==> config.mk <==
export PLATFORM = sky130hd
export DESIGN_NAME = pcfn_port_c
export DESIGN_NICKNAME = d
export VERILOG_FILES = /design/src/logic/pcfn_pkg.sv /design/src/logic/pcfn_pin_drive.sv /design/src/logic/pcfn_port_c.sv
export SDC_FILE = /design/constraint.sdc
export NUM_CORES = 1
export LEC_CHECK = 0
export BUFFER_PORTS_ARGS = -buffer_cell sky130_fd_sc_hd__clkbuf_2
export CORE_MARGIN = 5
export CORE_UTILIZATION = 45
export CTS_CLUSTER_SIZE = 40
export DETAILED_ROUTE_END_ITERATION = 10
export PLACE_DENSITY = 0.84
export SLEW_MARGIN = 20
export SYNTH_ARGS = -nofsm -noshare
export SYNTH_HDL_FRONTEND = slang
export SYNTH_HIERARCHICAL = 1
export SYNTH_SLANG_ARGS = --single-unit
export TNS_END_PERCENT = 100
==> constraint.sdc <==
create_clock -name mclk -period 1.6 [get_ports mclk]
set_input_delay 0.08 -clock mclk [delete_from_list [all_inputs] [get_ports mclk]]
set_output_delay 0.08 -clock mclk [all_outputs]
set_load 0.01 [all_outputs]
==> src/logic/pcfn_pkg.sv <==
// Constants, carriers and helpers shared by the port C pin function block
package pcfn_pkg;

  // ==========================================================
  // Widths
  localparam int ADDR_W = 4;
  localparam int PIN_W  = 16;

  // ==========================================================
  // Register offsets on the plain register port
  localparam logic [ADDR_W-1:0] DIR_OFS  = 4'h0;
  localparam logic [ADDR_W-1:0] FUNC_OFS = 4'h2;
  localparam logic [ADDR_W-1:0] STAT_OFS = 4'h4;
  localparam logic [ADDR_W-1:0] MODE_OFS = 4'h6;

  // ==========================================================
  // Values after reset, and the all-address selection mask
  localparam logic [PIN_W-1:0] DIR_RESET      = 16'h0000;
  localparam logic [PIN_W-1:0] FUNC_RESET     = 16'h0000;
  localparam logic [PIN_W-1:0] READ_ZERO      = 16'h0000;
  localparam logic [PIN_W-1:0] ALL_ADDR       = 16'hFFFF;
  localparam logic [PIN_W-1:0] PIN_OE_N_RESET = 16'hFFFF;
  localparam logic [PIN_W-1:0] PIN_O_RESET    = 16'h0000;

  // ==========================================================
  // Operating modes, one-hot
  typedef enum logic [2:0] {
    PCFN_MODE_NORMAL = 3'b001,
    PCFN_MODE_SINGLE = 3'b010,
    PCFN_MODE_ROMOFF = 3'b100
  } pcfn_mode_type;

  // ==========================================================
  // Carriers
  typedef struct packed {
    logic [ADDR_W-1:0] addr;
    logic [PIN_W-1:0]  wdata;
    logic              wr;
    logic              rd;
  } pcfn_bus_req_type;

  typedef struct packed {
    logic [PIN_W-1:0] o;
    logic [PIN_W-1:0] oe_n;
  } pcfn_pin_out_type;

  // ==========================================================
  // Helpers
  // Mode straps; ROM-off wins if both are raised
  function automatic pcfn_mode_type pcfn_decode_mode(logic single, logic romoff);
    if (romoff) begin
      return PCFN_MODE_ROMOFF;
    end
    if (single) begin
      return PCFN_MODE_SINGLE;
    end
    return PCFN_MODE_NORMAL;
  endfunction : pcfn_decode_mode

  // Effective per-pin address selection after the mode override
  function automatic logic [PIN_W-1:0] pcfn_addr_sel(pcfn_mode_type m,
                                                    logic [PIN_W-1:0] func);
    logic [PIN_W-1:0] sel;
    sel = func;
    if (m == PCFN_MODE_SINGLE) begin
      sel = READ_ZERO;
    end
    if (m == PCFN_MODE_ROMOFF) begin
      sel = ALL_ADDR;
    end
    return sel;
  endfunction : pcfn_addr_sel

endpackage : pcfn_pkg

==> src/logic/pcfn_pin_drive.sv <==
// Registered pin driver: picks address or general data and the enable
`timescale 1ns/1ns

module pcfn_pin_drive #(
  parameter int W = 16
) (
  input  wire logic         mclk,
  input  wire logic         sys_rst,
  input  wire logic [W-1:0] addr_sel,
  input  wire logic [W-1:0] dir,
  input  wire logic [W-1:0] gpio_out,
  input  wire logic [W-1:0] ext_addr,
  input  wire logic [W-1:0] pin_i,
  output logic      [W-1:0] pin_o,
  output logic      [W-1:0] pin_oe_n,
  output logic      [W-1:0] gpio_in
);

  // ==========================================================
  // Output value: address bit or port data bit per pin
  always_ff @(posedge mclk) begin
    if (sys_rst) begin
      pin_o <= W'(pcfn_pkg::PIN_O_RESET);
    end else begin
      pin_o <= (addr_sel & ext_addr) | (~addr_sel & gpio_out);
    end
  end

  // ==========================================================
  // Enable low means driving; address pins always drive
  always_ff @(posedge mclk) begin
    if (sys_rst) begin
      pin_oe_n <= W'(pcfn_pkg::PIN_OE_N_RESET);
    end else begin
      pin_oe_n <= ~(addr_sel | dir);
    end
  end

  // ==========================================================
  // Pin level seen by general use; address pins read as zero
  always_ff @(posedge mclk) begin
    if (sys_rst) begin
      gpio_in <= W'(pcfn_pkg::READ_ZERO);
    end else begin
      gpio_in <= pin_i & ~addr_sel;
    end
  end

endmodule : pcfn_pin_drive

==> src/logic/pcfn_port_c.sv <==
// Port C pin function and direction control with its register port
`timescale 1ns/1ns

module pcfn_port_c #(
  parameter int ADDR_W      = pcfn_pkg::ADDR_W,
  parameter int PIN_W       = pcfn_pkg::PIN_W,
  parameter bit HAS_PORT_C  = 1'b1
) (
  input  wire logic                       mclk,
  input  wire logic                       sys_rst,
  input  wire logic                       wdog_rst,
  input  wire logic                       mode_single_chip,
  input  wire logic                       mode_rom_off,
  input  wire pcfn_pkg::pcfn_bus_req_type bus_req,
  output logic [PIN_W-1:0]                bus_rdata,
  input  wire logic [PIN_W-1:0]           gpio_out_data,
  input  wire logic [PIN_W-1:0]           external_address_bit,
  input  wire logic [PIN_W-1:0]           pin_i,
  output pcfn_pkg::pcfn_pin_out_type      pin_out,
  output logic [PIN_W-1:0]                gpio_in_data,
  output logic [PIN_W-1:0]                pin_is_addr
);

  // ==========================================================
  // Storage and decode
  logic [PIN_W-1:0]        port_c_direction_reg;
  logic [PIN_W-1:0]        port_c_function_select_reg;
  pcfn_pkg::pcfn_mode_type mode_reg;
  logic [PIN_W-1:0]        rdata_reg;
  logic [PIN_W-1:0]        rdata_next;
  logic [PIN_W-1:0]        addr_sel;
  logic                    wr_dir;
  logic                    wr_func;
  logic [PIN_W-1:0]        drv_o;
  logic [PIN_W-1:0]        drv_oe_n;

  // Write decode; variants without the pins ignore writes
  assign wr_dir  = HAS_PORT_C && bus_req.wr
                   && (bus_req.addr == pcfn_pkg::DIR_OFS);
  assign wr_func = HAS_PORT_C && bus_req.wr
                   && (bus_req.addr == pcfn_pkg::FUNC_OFS);

  // ==========================================================
  // Direction register
  // Only the power-on reset clears it; the watchdog reset has no path
  // here so software settings survive it (standby and sleep likewise).
  always_ff @(posedge mclk) begin
    if (sys_rst) begin
      port_c_direction_reg <= pcfn_pkg::DIR_RESET;
    end else if (wr_dir) begin
      port_c_direction_reg <= bus_req.wdata;
    end
  end

  // ==========================================================
  // Function-select register
  always_ff @(posedge mclk) begin
    if (sys_rst) begin
      port_c_function_select_reg <= pcfn_pkg::FUNC_RESET;
    end else if (wr_func) begin
      port_c_function_select_reg <= bus_req.wdata;
    end
  end

  // ==========================================================
  // Operating mode straps
  // Caught on a clocked edge while either reset is held, never by an
  // asynchronous load; a change on the straps later has no effect.
  always_ff @(posedge mclk) begin
    if (sys_rst || wdog_rst) begin
      mode_reg <= pcfn_pkg::pcfn_decode_mode(mode_single_chip, mode_rom_off);
    end
  end

  // ==========================================================
  // Effective pin function after the mode override
  always_comb begin
    unique case (mode_reg)
      pcfn_pkg::PCFN_MODE_NORMAL: begin
        addr_sel = port_c_function_select_reg;
      end
      pcfn_pkg::PCFN_MODE_SINGLE: begin
        addr_sel = pcfn_pkg::READ_ZERO;
      end
      pcfn_pkg::PCFN_MODE_ROMOFF: begin
        addr_sel = pcfn_pkg::ALL_ADDR;
      end
      default: begin
        // Only before the first reset has caught the straps
        addr_sel = pcfn_pkg::READ_ZERO;
      end
    endcase
  end

  // ==========================================================
  // Pin driver; direction only reaches pins in general use
  pcfn_pin_drive #(
    .W (PIN_W)
  ) u_pin_drive (
    .mclk     (mclk),
    .sys_rst  (sys_rst),
    .addr_sel (addr_sel),
    .dir      (port_c_direction_reg & ~addr_sel),
    .gpio_out (gpio_out_data),
    .ext_addr (external_address_bit),
    .pin_i    (pin_i),
    .pin_o    (drv_o),
    .pin_oe_n (drv_oe_n),
    .gpio_in  (gpio_in_data)
  );

  assign pin_out.o    = drv_o;
  assign pin_out.oe_n = drv_oe_n;

  // ==========================================================
  // Status: which pins currently carry the address
  always_ff @(posedge mclk) begin
    if (sys_rst) begin
      pin_is_addr <= pcfn_pkg::READ_ZERO;
    end else begin
      pin_is_addr <= addr_sel;
    end
  end

  // ==========================================================
  // Read data mux
  // Stored values come back unchanged even when the mode overrides them,
  // so software can restore settings after a mode change.
  always_comb begin
    rdata_next = pcfn_pkg::READ_ZERO;
    if (bus_req.rd && HAS_PORT_C) begin
      unique case (bus_req.addr)
        pcfn_pkg::DIR_OFS: begin
          rdata_next = port_c_direction_reg;
        end
        pcfn_pkg::FUNC_OFS: begin
          rdata_next = port_c_function_select_reg;
        end
        pcfn_pkg::STAT_OFS: begin
          rdata_next = addr_sel;
        end
        pcfn_pkg::MODE_OFS: begin
          rdata_next = PIN_W'(mode_reg);
        end
        default: begin
          rdata_next = pcfn_pkg::READ_ZERO;
        end
      endcase
    end
  end

  // Read data stand for exactly the cycle after the strobe
  always_ff @(posedge mclk) begin
    if (sys_rst) begin
      rdata_reg <= pcfn_pkg::READ_ZERO;
    end else begin
      rdata_reg <= rdata_next;
    end
  end

  assign bus_rdata = rdata_reg;

  // ==========================================================
  // Checks on the register side
  a_dir_write_lands: assert property (
    @(posedge mclk) disable iff (sys_rst)
    (bus_req.wr && bus_req.addr == pcfn_pkg::DIR_OFS && HAS_PORT_C)
      |=> (port_c_direction_reg == $past(bus_req.wdata)))
    else $error("direction write not stored");

  a_func_write_lands: assert property (
    @(posedge mclk) disable iff (sys_rst)
    (bus_req.wr && bus_req.addr == pcfn_pkg::FUNC_OFS && HAS_PORT_C)
      |=> (port_c_function_select_reg == $past(bus_req.wdata)))
    else $error("function write not stored");

  a_dir_por_clear: assert property (
    @(posedge mclk)
    sys_rst |=> (port_c_direction_reg == pcfn_pkg::DIR_RESET))
    else $error("direction not cleared by power-on reset");

  a_func_por_clear: assert property (
    @(posedge mclk)
    sys_rst |=> (port_c_function_select_reg == pcfn_pkg::FUNC_RESET
                 && pin_is_addr == pcfn_pkg::READ_ZERO))
    else $error("function not cleared by power-on reset");

  a_wdog_keeps_dir: assert property (
    @(posedge mclk) disable iff (sys_rst)
    (wdog_rst && !bus_req.wr) |=> $stable(port_c_direction_reg))
    else $error("direction changed by watchdog reset");

  a_wdog_keeps_func: assert property (
    @(posedge mclk) disable iff (sys_rst)
    (wdog_rst && !bus_req.wr)[*2] |-> $stable(port_c_function_select_reg))
    else $error("function changed by watchdog reset");

  a_read_returns_store: assert property (
    @(posedge mclk) disable iff (sys_rst)
    (bus_req.rd && bus_req.addr == pcfn_pkg::FUNC_OFS && HAS_PORT_C)
      |=> (bus_rdata == $past(port_c_function_select_reg)))
    else $error("read does not return stored function bits");

  a_read_dir_store: assert property (
    @(posedge mclk) disable iff (sys_rst)
    (bus_req.rd && bus_req.addr == pcfn_pkg::DIR_OFS && HAS_PORT_C)
      |=> (bus_rdata == $past(port_c_direction_reg)))
    else $error("read does not return stored direction bits");

  a_rdata_idle_zero: assert property (
    @(posedge mclk) disable iff (sys_rst)
    !bus_req.rd |=> (bus_rdata == pcfn_pkg::READ_ZERO))
    else $error("read data present without a read");

  // ==========================================================
  // Checks on the pin side
  // The release edge still launches reset values, so it starts no attempt
  a_gpio_dir_drive: assert property (
    @(posedge mclk) disable iff (sys_rst)
    !sys_rst |=> ((~pin_out.oe_n & ~$past(addr_sel))
              == ($past(port_c_direction_reg) & ~$past(addr_sel))))
    else $error("general pin enable does not follow direction bit");

  a_addr_ignores_dir: assert property (
    @(posedge mclk) disable iff (sys_rst)
    !sys_rst |=> ((pin_out.oe_n & $past(addr_sel)) == pcfn_pkg::READ_ZERO))
    else $error("address pin not driven");

  a_addr_value_out: assert property (
    @(posedge mclk) disable iff (sys_rst)
    !sys_rst |=> ((pin_out.o & $past(addr_sel))
              == ($past(external_address_bit) & $past(addr_sel))))
    else $error("address bit not on its pin");

  a_normal_uses_func: assert property (
    @(posedge mclk) disable iff (sys_rst)
    (mode_reg == pcfn_pkg::PCFN_MODE_NORMAL)
      |-> (addr_sel == port_c_function_select_reg))
    else $error("normal mode ignores function bits");

  a_single_all_gpio: assert property (
    @(posedge mclk) disable iff (sys_rst)
    (mode_reg == pcfn_pkg::PCFN_MODE_SINGLE)
      |=> (pin_is_addr == pcfn_pkg::READ_ZERO))
    else $error("single-chip mode left an address pin");

  a_romoff_all_addr: assert property (
    @(posedge mclk) disable iff (sys_rst)
    (!sys_rst && mode_reg == pcfn_pkg::PCFN_MODE_ROMOFF)
      |=> (pin_out.oe_n == pcfn_pkg::READ_ZERO))
    else $error("ROM-disabled mode left a pin undriven");

  a_absent_port_quiet: assert property (
    @(posedge mclk) disable iff (sys_rst)
    (!HAS_PORT_C) |-> (bus_rdata == pcfn_pkg::READ_ZERO))
    else $error("absent port returned data");

  // ==========================================================
  // Checks on register decode and storage
  // Nothing but a write of its own offset may move a register, so a
  // watchdog reset that cleared state by mistake shows up here.
  a_dir_only_by_write: assert property (
    @(posedge mclk) disable iff (sys_rst)
    !(bus_req.wr && bus_req.addr == pcfn_pkg::DIR_OFS)
      |=> $stable(port_c_direction_reg))
    else $error("direction changed without a write");

  a_func_only_by_write: assert property (
    @(posedge mclk) disable iff (sys_rst)
    !(bus_req.wr && bus_req.addr == pcfn_pkg::FUNC_OFS)
      |=> $stable(port_c_function_select_reg))
    else $error("function changed without a write");

  a_unmapped_read_zero: assert property (
    @(posedge mclk) disable iff (sys_rst)
    (bus_req.rd && bus_req.addr != pcfn_pkg::DIR_OFS
      && bus_req.addr != pcfn_pkg::FUNC_OFS
      && bus_req.addr != pcfn_pkg::STAT_OFS
      && bus_req.addr != pcfn_pkg::MODE_OFS)
      |=> (bus_rdata == pcfn_pkg::READ_ZERO))
    else $error("unmapped offset returned data");

  a_status_read: assert property (
    @(posedge mclk) disable iff (sys_rst)
    (bus_req.rd && bus_req.addr == pcfn_pkg::STAT_OFS && HAS_PORT_C)
      |=> (bus_rdata == $past(addr_sel)))
    else $error("status read does not show the address pins");

  a_mode_read: assert property (
    @(posedge mclk) disable iff (sys_rst)
    (bus_req.rd && bus_req.addr == pcfn_pkg::MODE_OFS && HAS_PORT_C)
      |=> (bus_rdata == PIN_W'($past(mode_reg))))
    else $error("mode read does not show the caught mode");

  // ==========================================================
  // Checks on the mode straps
  // Straps move the mode only while a reset is held; a strap that wobbles
  // in normal running must not swap the pins under running software.
  a_mode_held: assert property (
    @(posedge mclk) disable iff (sys_rst)
    !(sys_rst || wdog_rst) |=> $stable(mode_reg))
    else $error("mode changed outside a reset");

  a_rom_strap_wins: assert property (
    @(posedge mclk)
    ((sys_rst || wdog_rst) && mode_rom_off)
      |=> (mode_reg == pcfn_pkg::PCFN_MODE_ROMOFF))
    else $error("ROM-disabled strap not caught");

  a_single_strap: assert property (
    @(posedge mclk)
    ((sys_rst || wdog_rst) && mode_single_chip && !mode_rom_off)
      |=> (mode_reg == pcfn_pkg::PCFN_MODE_SINGLE))
    else $error("single-chip strap not caught");

  a_sel_matches_mode: assert property (
    @(posedge mclk) disable iff (sys_rst)
    (addr_sel == pcfn_pkg::pcfn_addr_sel(mode_reg, port_c_function_select_reg)))
    else $error("effective selection disagrees with the mode");

  // ==========================================================
  // Checks on the pin data paths
  a_gpio_value_out: assert property (
    @(posedge mclk) disable iff (sys_rst)
    !sys_rst |=> ((pin_out.o & ~$past(addr_sel))
              == ($past(gpio_out_data) & ~$past(addr_sel))))
    else $error("port data not on general pin");

  a_gpio_in_level: assert property (
    @(posedge mclk) disable iff (sys_rst)
    !sys_rst |=> ((gpio_in_data & ~$past(addr_sel))
              == ($past(pin_i) & ~$past(addr_sel))))
    else $error("general pin level not read back");

  // Address pins read as zero so software never mistakes the bus for data
  a_addr_reads_zero: assert property (
    @(posedge mclk) disable iff (sys_rst)
    !sys_rst |=> ((gpio_in_data & $past(addr_sel)) == pcfn_pkg::READ_ZERO))
    else $error("address pin level leaked into port data");

  a_status_tracks_sel: assert property (
    @(posedge mclk) disable iff (sys_rst)
    !sys_rst |=> (pin_is_addr == $past(addr_sel)))
    else $error("status does not follow the effective selection");

endmodule : pcfn_port_c

==> out/summary.json, run 1 <==
{
  "yosys.cell_count.top_type": "sky130_fd_sc_hd__dfxtp_1",
  "yosys.area.top_type_share_pct": 50.6,
  "yosys_register_bits": 115,
  "yosysWarnings": 6,
  "max-vdd-ir-drop_v": 0.000657,
  "grt_antenna_before_repair": 0,
  "count_of_final_hold_check_violations": 0,
  "path_cells": "nand2b_1 -> buf_4 -> a21o_1 -> inv_1 -> mux2i_1 -> nor2_1",
  "layout_min_cycle_time_ps": 1610,
  "slew_viols_final": 0,
  "slowest_delay_ps": 450,
  "grt_max_degree": 61,
  "worst-endpoint-required_ps": 1990,
  "fmax_mhz": 621,
  "cts_buffers": 17,
  "drive_gt1_share_pct": 37.3,
  "ioPinCount": 155,
  "worst-setup-path-type": "flip-flop to flip-flop",
  "clk_pin_slew_worst_paths_ps": 60,
  "p_int_w": 0.00568,
  "setup_total_negative_slack_ps": -25.5,
  "antenna-diode-count": 0,
  "route.detailed.drc": 0,
  "via_count": 4382,
  "drt.antenna.violating_nets": 0,
  "start_util_pct": 45.8,
  "post-route-period-util_pct": 101,
  "placeableCoreArea_sq_mm": 0.00968,
  "holdCritPathClass": "input pin to flip-flop",
  "p_sw_w": 0.00191,
  "area_delta_synth_final_pct": 53.3,
  "violations": "negative setup slack",
  "cts_root_buf": "sky130_fd_sc_hd__clkbuf_8",
  "worst-slew-pin-transition_ps": 608,
  "clkPwrFrac_pct": 46.4,
  "synthesis.nets": 523,
  "place.port_buffers": 154,
  "synth_seq_area_share_pct": 52.6,
  "chipWidth_um": 109,
  "crit_arrival_ps": 2000,
  "num-nets-final": 765,
  "sequentialPowerShare_pct": 40.3,
  "synth-async-reset-ratio_pct": 0,
  "totalWireLength_um": 14700,
  "dp_hpwl_um": 9220,
  "post_drt_wl_per_cell_um": 17.6,
  "post-route-worst-setup-slack_ps": -10.9,
  "yosysUniqueCellTypes": 36,
  "comb_power_share_pct": 13.3,
  "static-leakage-power_nw": 3.01,
  "first_global_vias": 4227,
  "placement_rows": 36,
  "rsz0062_at_grt": "true",
  "run_status": "finished, violations left",
  "placement.setup.worst_slack_ps": -86.5,
  "dr_iter_0_viols": 387,
  "synth_area_leader_cell": "sky130_fd_sc_hd__dfxtp_1",
  "timing.max_slew.rel_slack_pct": 59.5,
  "post_synth_instance_area_sq_mm": 0.00443,
  "cpMaxStageDelayCell": "sky130_fd_sc_hd__edfxtp_1",
  "final-setup-viol-count": 3,
  "die-height_um": 109,
  "synth_enable_flop_cells": 3,
  "startpoint_type": "flip-flop",
  "fin_worst_skew_ps": 8.10,
  "cts_max_level": 4,
  "finalNonFillerCells": 836,
  "fillerInstances": 620,
  "crit_path_max_fanout": 11,
  "fin_util_pct": 70.2,
  "place_inst": 725,
  "synth_flop_cell": "sky130_fd_sc_hd__dfxtp_1",
  "track_usage_pct": 23.6,
  "cts_tree": "yes",
  "die-area_sq_mm": 0.0119,
  "critPathCaptureType": "flip-flop",
  "clkSinkCount": 115,
  "drt_pre_antenna_iters": 6,
  "clockBufferDepth": 2,
  "total_congestion_overflow_after_global_routing": 0,
  "clkLatencyLatePin_ps": 520,
  "post_synth.cell_area_avg_sq_um": 9.90,
  "via_per_inst": 5.24,
  "fin_area_sq_mm": 0.00680,
  "synth_top_cells_by_count": "sky130_fd_sc_hd__dfxtp_1 (112), sky130_fd_sc_hd__a21oi_1 (35), sky130_fd_sc_hd__nor2_1 (34)",
  "p_per_area_mw_per_mm2": 1120,
  "yosys-top-cells-area": "sky130_fd_sc_hd__dfxtp_1 (51%), sky130_fd_sc_hd__mux2i_1 (7.2%), sky130_fd_sc_hd__a21oi_1 (4.0%)",
  "maxCapViolations": 0,
  "detailed_place.area_sq_mm": 0.00542,
  "grt_pass1_wl_um": 21600,
  "synthesis.instances": 448,
  "routability_congestion_estimate": 0.852,
  "swShare_pct": 25.2
}
[layer usage]
| layer | track usage (%) | wire length [um] | vias to the layer above |
|---|---|---|---|
| met3 | 5.57 | 1040 | 42 |
| li1 | - | - | 2058 |
| met4 | 11.7 | 558 | 0 |
| met2 | 38.6 | 7140 | 217 |
| met1 | 29.0 | 5950 | 2065 |
| met5 | 0 | 0 | - |
[stage by stage]
step                      hold slack (ps)  total power, W
after floorplan                       179         0.00353
after global routing                 67.1         0.00783
after global placement                308         0.00385
after CTS                            30.2         0.00751
after detailed placement              309         0.00388
final                                55.0         0.00759
[power groups by stage]
| stage | Sequential, W | Clock (W) | Combinational [W] |
|---|---|---|---|
| 6_report | 0.00306 | 0.00352 | 0.00101 |
| 5_1_grt | 0.00307 | 0.00368 | 0.00108 |
| 4_1_cts | 0.00307 | 0.00354 | 0.000910 |
| 3_5_place_dp | 0.00313 | 0 | 0.000752 |
| 3_3_place_gp | 0.00312 | 0 | 0.000728 |
| 2_1_floorplan | 0.00316 | 0 | 0.000375 |
[final cells by class]
class                      count  area [sq um]  share of cell area (%)
multi-input combinational    283          1930                    28.3
inverter                      13          48.8                   0.718
clock inverter                13           108                    1.58
clock buffer                  19           453                    6.66
sequential                   115          2330                    34.3
timing repair buffer         260          1760                    25.9
tap                          133           166                    2.45
[kinds of logic after synthesis]
family	count (synthesis)	synth area share (%)
buffers and inverters	50	5.08
flip-flops	115	52.6
AND/OR/NAND/NOR	130	17.3
AO/OA/AOI/OAI	121	17.8
multiplexers	32	7.22
[timing repair]
action,CTS,global route
setup endpoints to repair,19,27
hold endpoints to repair,70,0
resized for setup,6,19
hold buffers,67,0
pin swaps,1,3
setup buffers,4,8
[cells in the final DEF, fill, tap and decap left out, types with 4 or more instances in the layout]
cell | netlist | layout
sky130_fd_sc_hd__buf_4 | 1 | 36
sky130_fd_sc_hd__nand3_1 | 32 | 32
sky130_fd_sc_hd__mux2i_1 | 32 | 32
sky130_fd_sc_hd__clkbuf_16 | 0 | 17
sky130_fd_sc_hd__o21ai_1 | 29 | 29
sky130_fd_sc_hd__a21oi_1 | 35 | 32
sky130_fd_sc_hd__dfxtp_1 | 112 | 112
sky130_fd_sc_hd__nor3b_2 | 4 | 6
sky130_fd_sc_hd__a21o_1 | 13 | 13
sky130_fd_sc_hd__o21a_1 | 6 | 6
sky130_fd_sc_hd__clkbuf_2 | 1 | 153
sky130_fd_sc_hd__and2_1 | 13 | 13
sky130_fd_sc_hd__nor3b_1 | 13 | 11
sky130_fd_sc_hd__inv_2 | 0 | 10
sky130_fd_sc_hd__nand3b_1 | 16 | 16
sky130_fd_sc_hd__clkinv_2 | 0 | 6
sky130_fd_sc_hd__o21bai_1 | 16 | 16
sky130_fd_sc_hd__o22ai_2 | 10 | 10
sky130_fd_sc_hd__nor2_1 | 34 | 31
sky130_fd_sc_hd__dlygate4sd3_1 | 0 | 67
sky130_fd_sc_hd__clkinvlp_4 | 0 | 4
[path summary, 6_finish.rpt]
| kind | startpoint | endpoint | slack [ps] | cells past startpoint |
|---|---|---|---|---|
| hold / removal | bus_req[18] | port_c_function_select_reg[1]$_SDFFE_PP0P_ | 60 | 5 |
| setup / recovery | mode_reg[0]$_SDFFCE_PP0P_ | u_pin_drive/pin_o[7]$_SDFF_PP0_ | -10 | 6 |
| hold reg to reg | port_c_direction_reg[6]$_SDFFE_PP0P_ | port_c_direction_reg[6]$_SDFFE_PP0P_ | 500 | 2 |
| setup reg to reg | mode_reg[0]$_SDFFCE_PP0P_ | u_pin_drive/pin_o[7]$_SDFF_PP0_ | -10 | 6 |
[critical path: cells and delay by family, from the launching register on]
kind	cells	cell delay, ps
AO/OA/AOI/OAI	1	210
buffers and inverters	2	330
flip-flops	1	450
multiplexers	1	210
AND/OR/NAND/NOR	2	270
Note: power is estimated with default switching activity, not from simulation.
==> run 2, diff against run 1 <==
--- a/config.mk
+++ b/config.mk
@@ -6,6 +6,7 @@
 export NUM_CORES = 1
 export LEC_CHECK = 0
 export BUFFER_PORTS_ARGS = -buffer_cell sky130_fd_sc_hd__clkbuf_2
+export CORE_ASPECT_RATIO = 0.75
 export CORE_MARGIN = 5
 export CORE_UTILIZATION = 45
 export CTS_CLUSTER_SIZE = 40
==> run 2 against run 1 <==
Die area grew 0.17%. Utilization shrank 0.77 points. Largest cell class unchanged. Clock skew is essentially flat. Sequential power is essentially flat. Flip-flop and latch count is the same. The flow now finishes without violations.
==> out/summary.json, run 2 (synthesis gave the netlist of run 1 again) <==
{
  "fillerInstances": {"value": 710, "change": "was 620"},
  "track_usage": {"value": 22.7, "unit": "%", "change": "was 23.6%"},
  "dp_hpwl": {"value": 8260, "unit": "um", "change": "was 9220 um"},
  "place_inst": {"value": 720, "change": "was 725"},
  "placeableCoreArea": {"value": 0.00966, "unit": "sq mm", "change": "was 0.00968 sq mm"},
  "start_util": {"value": 45.9, "unit": "%", "change": "was 45.8%"},
  "layout.cells.most_common_list": {"value": "sky130_fd_sc_hd__clkbuf_2 (153), sky130_fd_sc_hd__dfxtp_1 (112), sky130_fd_sc_hd__dlygate4sd3_1 (68)", "change": "was sky130_fd_sc_hd__clkbuf_2 (153), sky130_fd_sc_hd__dfxtp_1 (112), sky130_fd_sc_hd__dlygate4sd3_1 (67)"},
  "clk_pin_slew_worst_paths": {"value": 50, "unit": "ps", "change": "was 60 ps"},
  "cts_buffers": {"value": 17, "change": "unchanged"},
  "static-leakage-power": {"value": 2.97, "unit": "nW", "change": "was 3.01 nW"},
  "timing.max_slew.rel_slack": {"value": 49.1, "unit": "%", "change": "was 59.5%"},
  "critPathCaptureType": {"value": "flip-flop", "change": "unchanged"},
  "dr_iter_0_viols": {"value": 256, "change": "was 387"},
  "p_int": {"value": 0.00607, "unit": "W", "change": "was 0.00568 W"},
  "clockBufferDepth": {"value": 2, "change": "unchanged"},
  "routability_congestion_estimate": {"value": 0.845, "change": "was 0.852"},
  "swShare": {"value": 22.7, "unit": "%", "change": "was 25.2%"},
  "cts_max_level": {"value": 4, "change": "unchanged"},
  "grt_max_degree": {"value": 67, "change": "was 61"},
  "design_power_total": {"value": 0.00785, "unit": "W", "change": "was 0.00759 W"},
  "maxCapViolations": {"value": 0, "change": "unchanged"},
  "crit_path_max_fanout": {"value": 19, "change": "was 11"},
  "worst-setup-path-type": {"value": "flip-flop to flip-flop", "change": "unchanged"},
  "area_delta_synth_final": {"value": 51.2, "unit": "%", "change": "was 53.3%"},
  "clkLatencyLatePin": {"value": 400, "unit": "ps", "change": "was 520 ps"},
  "startpoint_type": {"value": "flip-flop", "change": "unchanged"},
  "max-vdd-ir-drop": {"value": 0.000781, "unit": "V", "change": "was 0.000657 V"},
  "num-nets-final": {"value": 752, "change": "was 765"},
  "layout_commonest_cell": {"value": "sky130_fd_sc_hd__clkbuf_2", "change": "unchanged"},
  "grt_pass1_wl": {"value": 21700, "unit": "um", "change": "was 21,600 um"},
  "cts_tree": {"value": "yes", "change": "unchanged"},
  "p_per_area": {"value": 1170, "unit": "mW/mm^2", "change": "was 1120 mW/mm^2"},
  "route.detailed.drc": {"value": 0, "change": "unchanged"},
  "fin_worst_skew": {"value": 7.64, "unit": "ps", "change": "was 8.10 ps"},
  "p_sw": {"value": 0.00178, "unit": "W", "change": "was 0.00191 W"},
  "placement_rows": {"value": 31, "change": "was 36"},
  "via_per_inst": {"value": 5.18, "change": "was 5.24"},
  "crit_arrival": {"value": 1840, "unit": "ps", "change": "was 2000 ps"},
  "finalNonFillerCells": {"value": 821, "change": "was 836"},
  "fin_util": {"value": 69.4, "unit": "%", "change": "was 70.2%"},
  "chipWidth": {"value": 125, "unit": "um", "change": "was 109 um"},
  "clkSinkCount": {"value": 115, "change": "unchanged"},
  "layout_min_cycle_time": {"value": 1570, "unit": "ps", "change": "was 1610 ps"},
  "final-setup-viol-count": {"value": 0, "change": "was 3"},
  "holdCritPathClass": {"value": "input pin to flip-flop", "change": "unchanged"},
  "comb_power_share": {"value": 11.8, "unit": "%", "change": "was 13.3%"},
  "sequentialPowerShare": {"value": 38.9, "unit": "%", "change": "was 40.3%"},
  "antenna-diode-count": {"value": 0, "change": "unchanged"},
  "cts_root_buf": {"value": "sky130_fd_sc_hd__clkbuf_16", "change": "was sky130_fd_sc_hd__clkbuf_8"},
  "first_global_vias": {"value": 4391, "change": "was 4,227"},
  "via_count": {"value": 4249, "change": "was 4,382"},
  "slew_viols_final": {"value": 0, "change": "unchanged"},
  "drt_pre_antenna_iters": {"value": 5, "change": "was 6"},
  "place.port_buffers": {"value": 154, "change": "unchanged"},
  "setup_total_negative_slack": {"value": 0, "unit": "ps", "change": "was -25.5 ps"},
  "rsz0062_at_grt": {"value": "true", "change": "unchanged"},
  "totalWireLength": {"value": 13200, "unit": "um", "change": "was 14,700 um"},
  "worst-endpoint-required": {"value": 1870, "unit": "ps", "change": "was 1990 ps"},
  "hold_slack": {"value": 39.4, "unit": "ps", "change": "was 55.0 ps"},
  "post-route-period-util": {"value": 97.9, "unit": "%", "change": "was 101%"},
  "drive_gt1_share": {"value": 35.1, "unit": "%", "change": "was 37.3%"},
  "clkPwrFrac": {"value": 49.3, "unit": "%", "change": "was 46.4%"},
  "die-height": {"value": 96.0, "unit": "um", "change": "was 109 um"},
  "ioPinCount": {"value": 155, "change": "unchanged"},
  "area_occupied_by_multi_input_gates": {"value": 0.00190, "unit": "sq mm", "change": "was 0.00193 sq mm"},
  "grt_antenna_before_repair": {"value": 0, "change": "unchanged"},
  "worst-r2r-cell-count": {"value": 6, "change": "unchanged"},
  "total_congestion_overflow_after_global_routing": {"value": 0, "change": "unchanged"},
  "count_of_final_hold_check_violations": {"value": 0, "change": "unchanged"},
  "seqCellArea": {"value": 0.00233, "unit": "sq mm", "change": "unchanged"},
  "drt.antenna.violating_nets": {"value": 0, "change": "unchanged"},
  "die-area": {"value": 0.0120, "unit": "sq mm", "change": "was 0.0119 sq mm"},
  "post_drt_wl_per_cell": {"value": 16.1, "unit": "um", "change": "was 17.6 um"},
  "worst-slew-pin-transition": {"value": 764, "unit": "ps", "change": "was 608 ps"},
  "run_status": {"value": "completed", "change": "was finished, violations left"},
  "fmax": {"value": 639, "unit": "MHz", "change": "was 621 MHz"},
  "worst-r2r-setup-slack": {"value": 30, "unit": "ps", "change": "was -10 ps"},
  "whs_path_depth": {"value": 2, "change": "was 5"}
}
-- run 2: cell types whose count changed in the layout (fill, tap and decap cells not counted), sizes merged --
cell | previous run | this run
bufinv | 1 | 4
dlygate4sd3 | 67 | 68
buf | 40 | 26
clkinv | 7 | 5
clkinvlp | 4 | 1
clkbuf | 172 | 173
-- run 2: timing repair --
action / CTS / global route
resized for setup: 0 / 16
hold buffers: 68 / 0
endpoints found under the hold margin: 67 / 0
setup buffers: 0 / 2
endpoints found under the setup margin: 0 / 13
-- run 2: area by class of cell --
| class | count | area share (%) |
|---|---|---|
| Clock inverter | 11 | 2.37 |
| Sequential cell | 115 | 34.8 |
| Timing Repair Buffer | 247 | 24.7 |
| Multi-Input combinational cell | 283 | 28.3 |
| Inverter | 13 | 0.728 |
| Clock buffer | 20 | 6.66 |
| Tap cell | 132 | 2.46 |
-- run 2: power by group through the flow --
| stage | Sequential (W) | Combinational [W] | Clock [W] |
|---|---|---|---|
| CTS | 0.00305 | 0.000894 | 0.00394 |
| finish | 0.00305 | 0.000927 | 0.00387 |
| floorplan | 0.00316 | 0.000375 | 0 |
| detailed placement | 0.00310 | 0.000758 | 0 |
| global placement | 0.00310 | 0.000731 | 0 |
| global route | 0.00306 | 0.00100 | 0.00408 |
-- run 2: worst paths after layout --
kind                                          startpoint                                     endpoint
max                            mode_reg[0]$_SDFFCE_PP0P_              u_pin_drive/pin_o[2]$_SDFF_PP0_
max reg2reg                    mode_reg[0]$_SDFFCE_PP0P_              u_pin_drive/pin_o[2]$_SDFF_PP0_
min reg2reg  port_c_function_select_reg[11]$_SDFFE_PP0P_  port_c_function_select_reg[11]$_SDFFE_PP0P_
min                                             wdog_rst                    mode_reg[1]$_SDFFCE_PP0P_
-- run 2: worst max-delay path, cell delays in order (launching register included) --
cell and delay, ps:
sky130_fd_sc_hd__edfxtp_1 430, sky130_fd_sc_hd__buf_12 190, sky130_fd_sc_hd__nor2b_2 170, sky130_fd_sc_hd__a21oi_1 270, sky130_fd_sc_hd__nor2_2 100, sky130_fd_sc_hd__mux2i_1 190
sky130_fd_sc_hd__nor2_1 80
-- run 2: metal layers --
layer  wire, um  track usage, %
met1       5300            25.8
met2       6680            40.7
met3       1080            7.15
met4        190            8.76
met5          0               0
-- run 2: through the flow --
stage	setup slack, ps	instance area, sq um
6_report	34.1	6700
4_1_cts	30.6	6670
3_5_place_dp	34.6	5390
3_3_place_gp	111	5390
2_1_floorplan	51.0	4440
5_1_grt	-76.4	6700
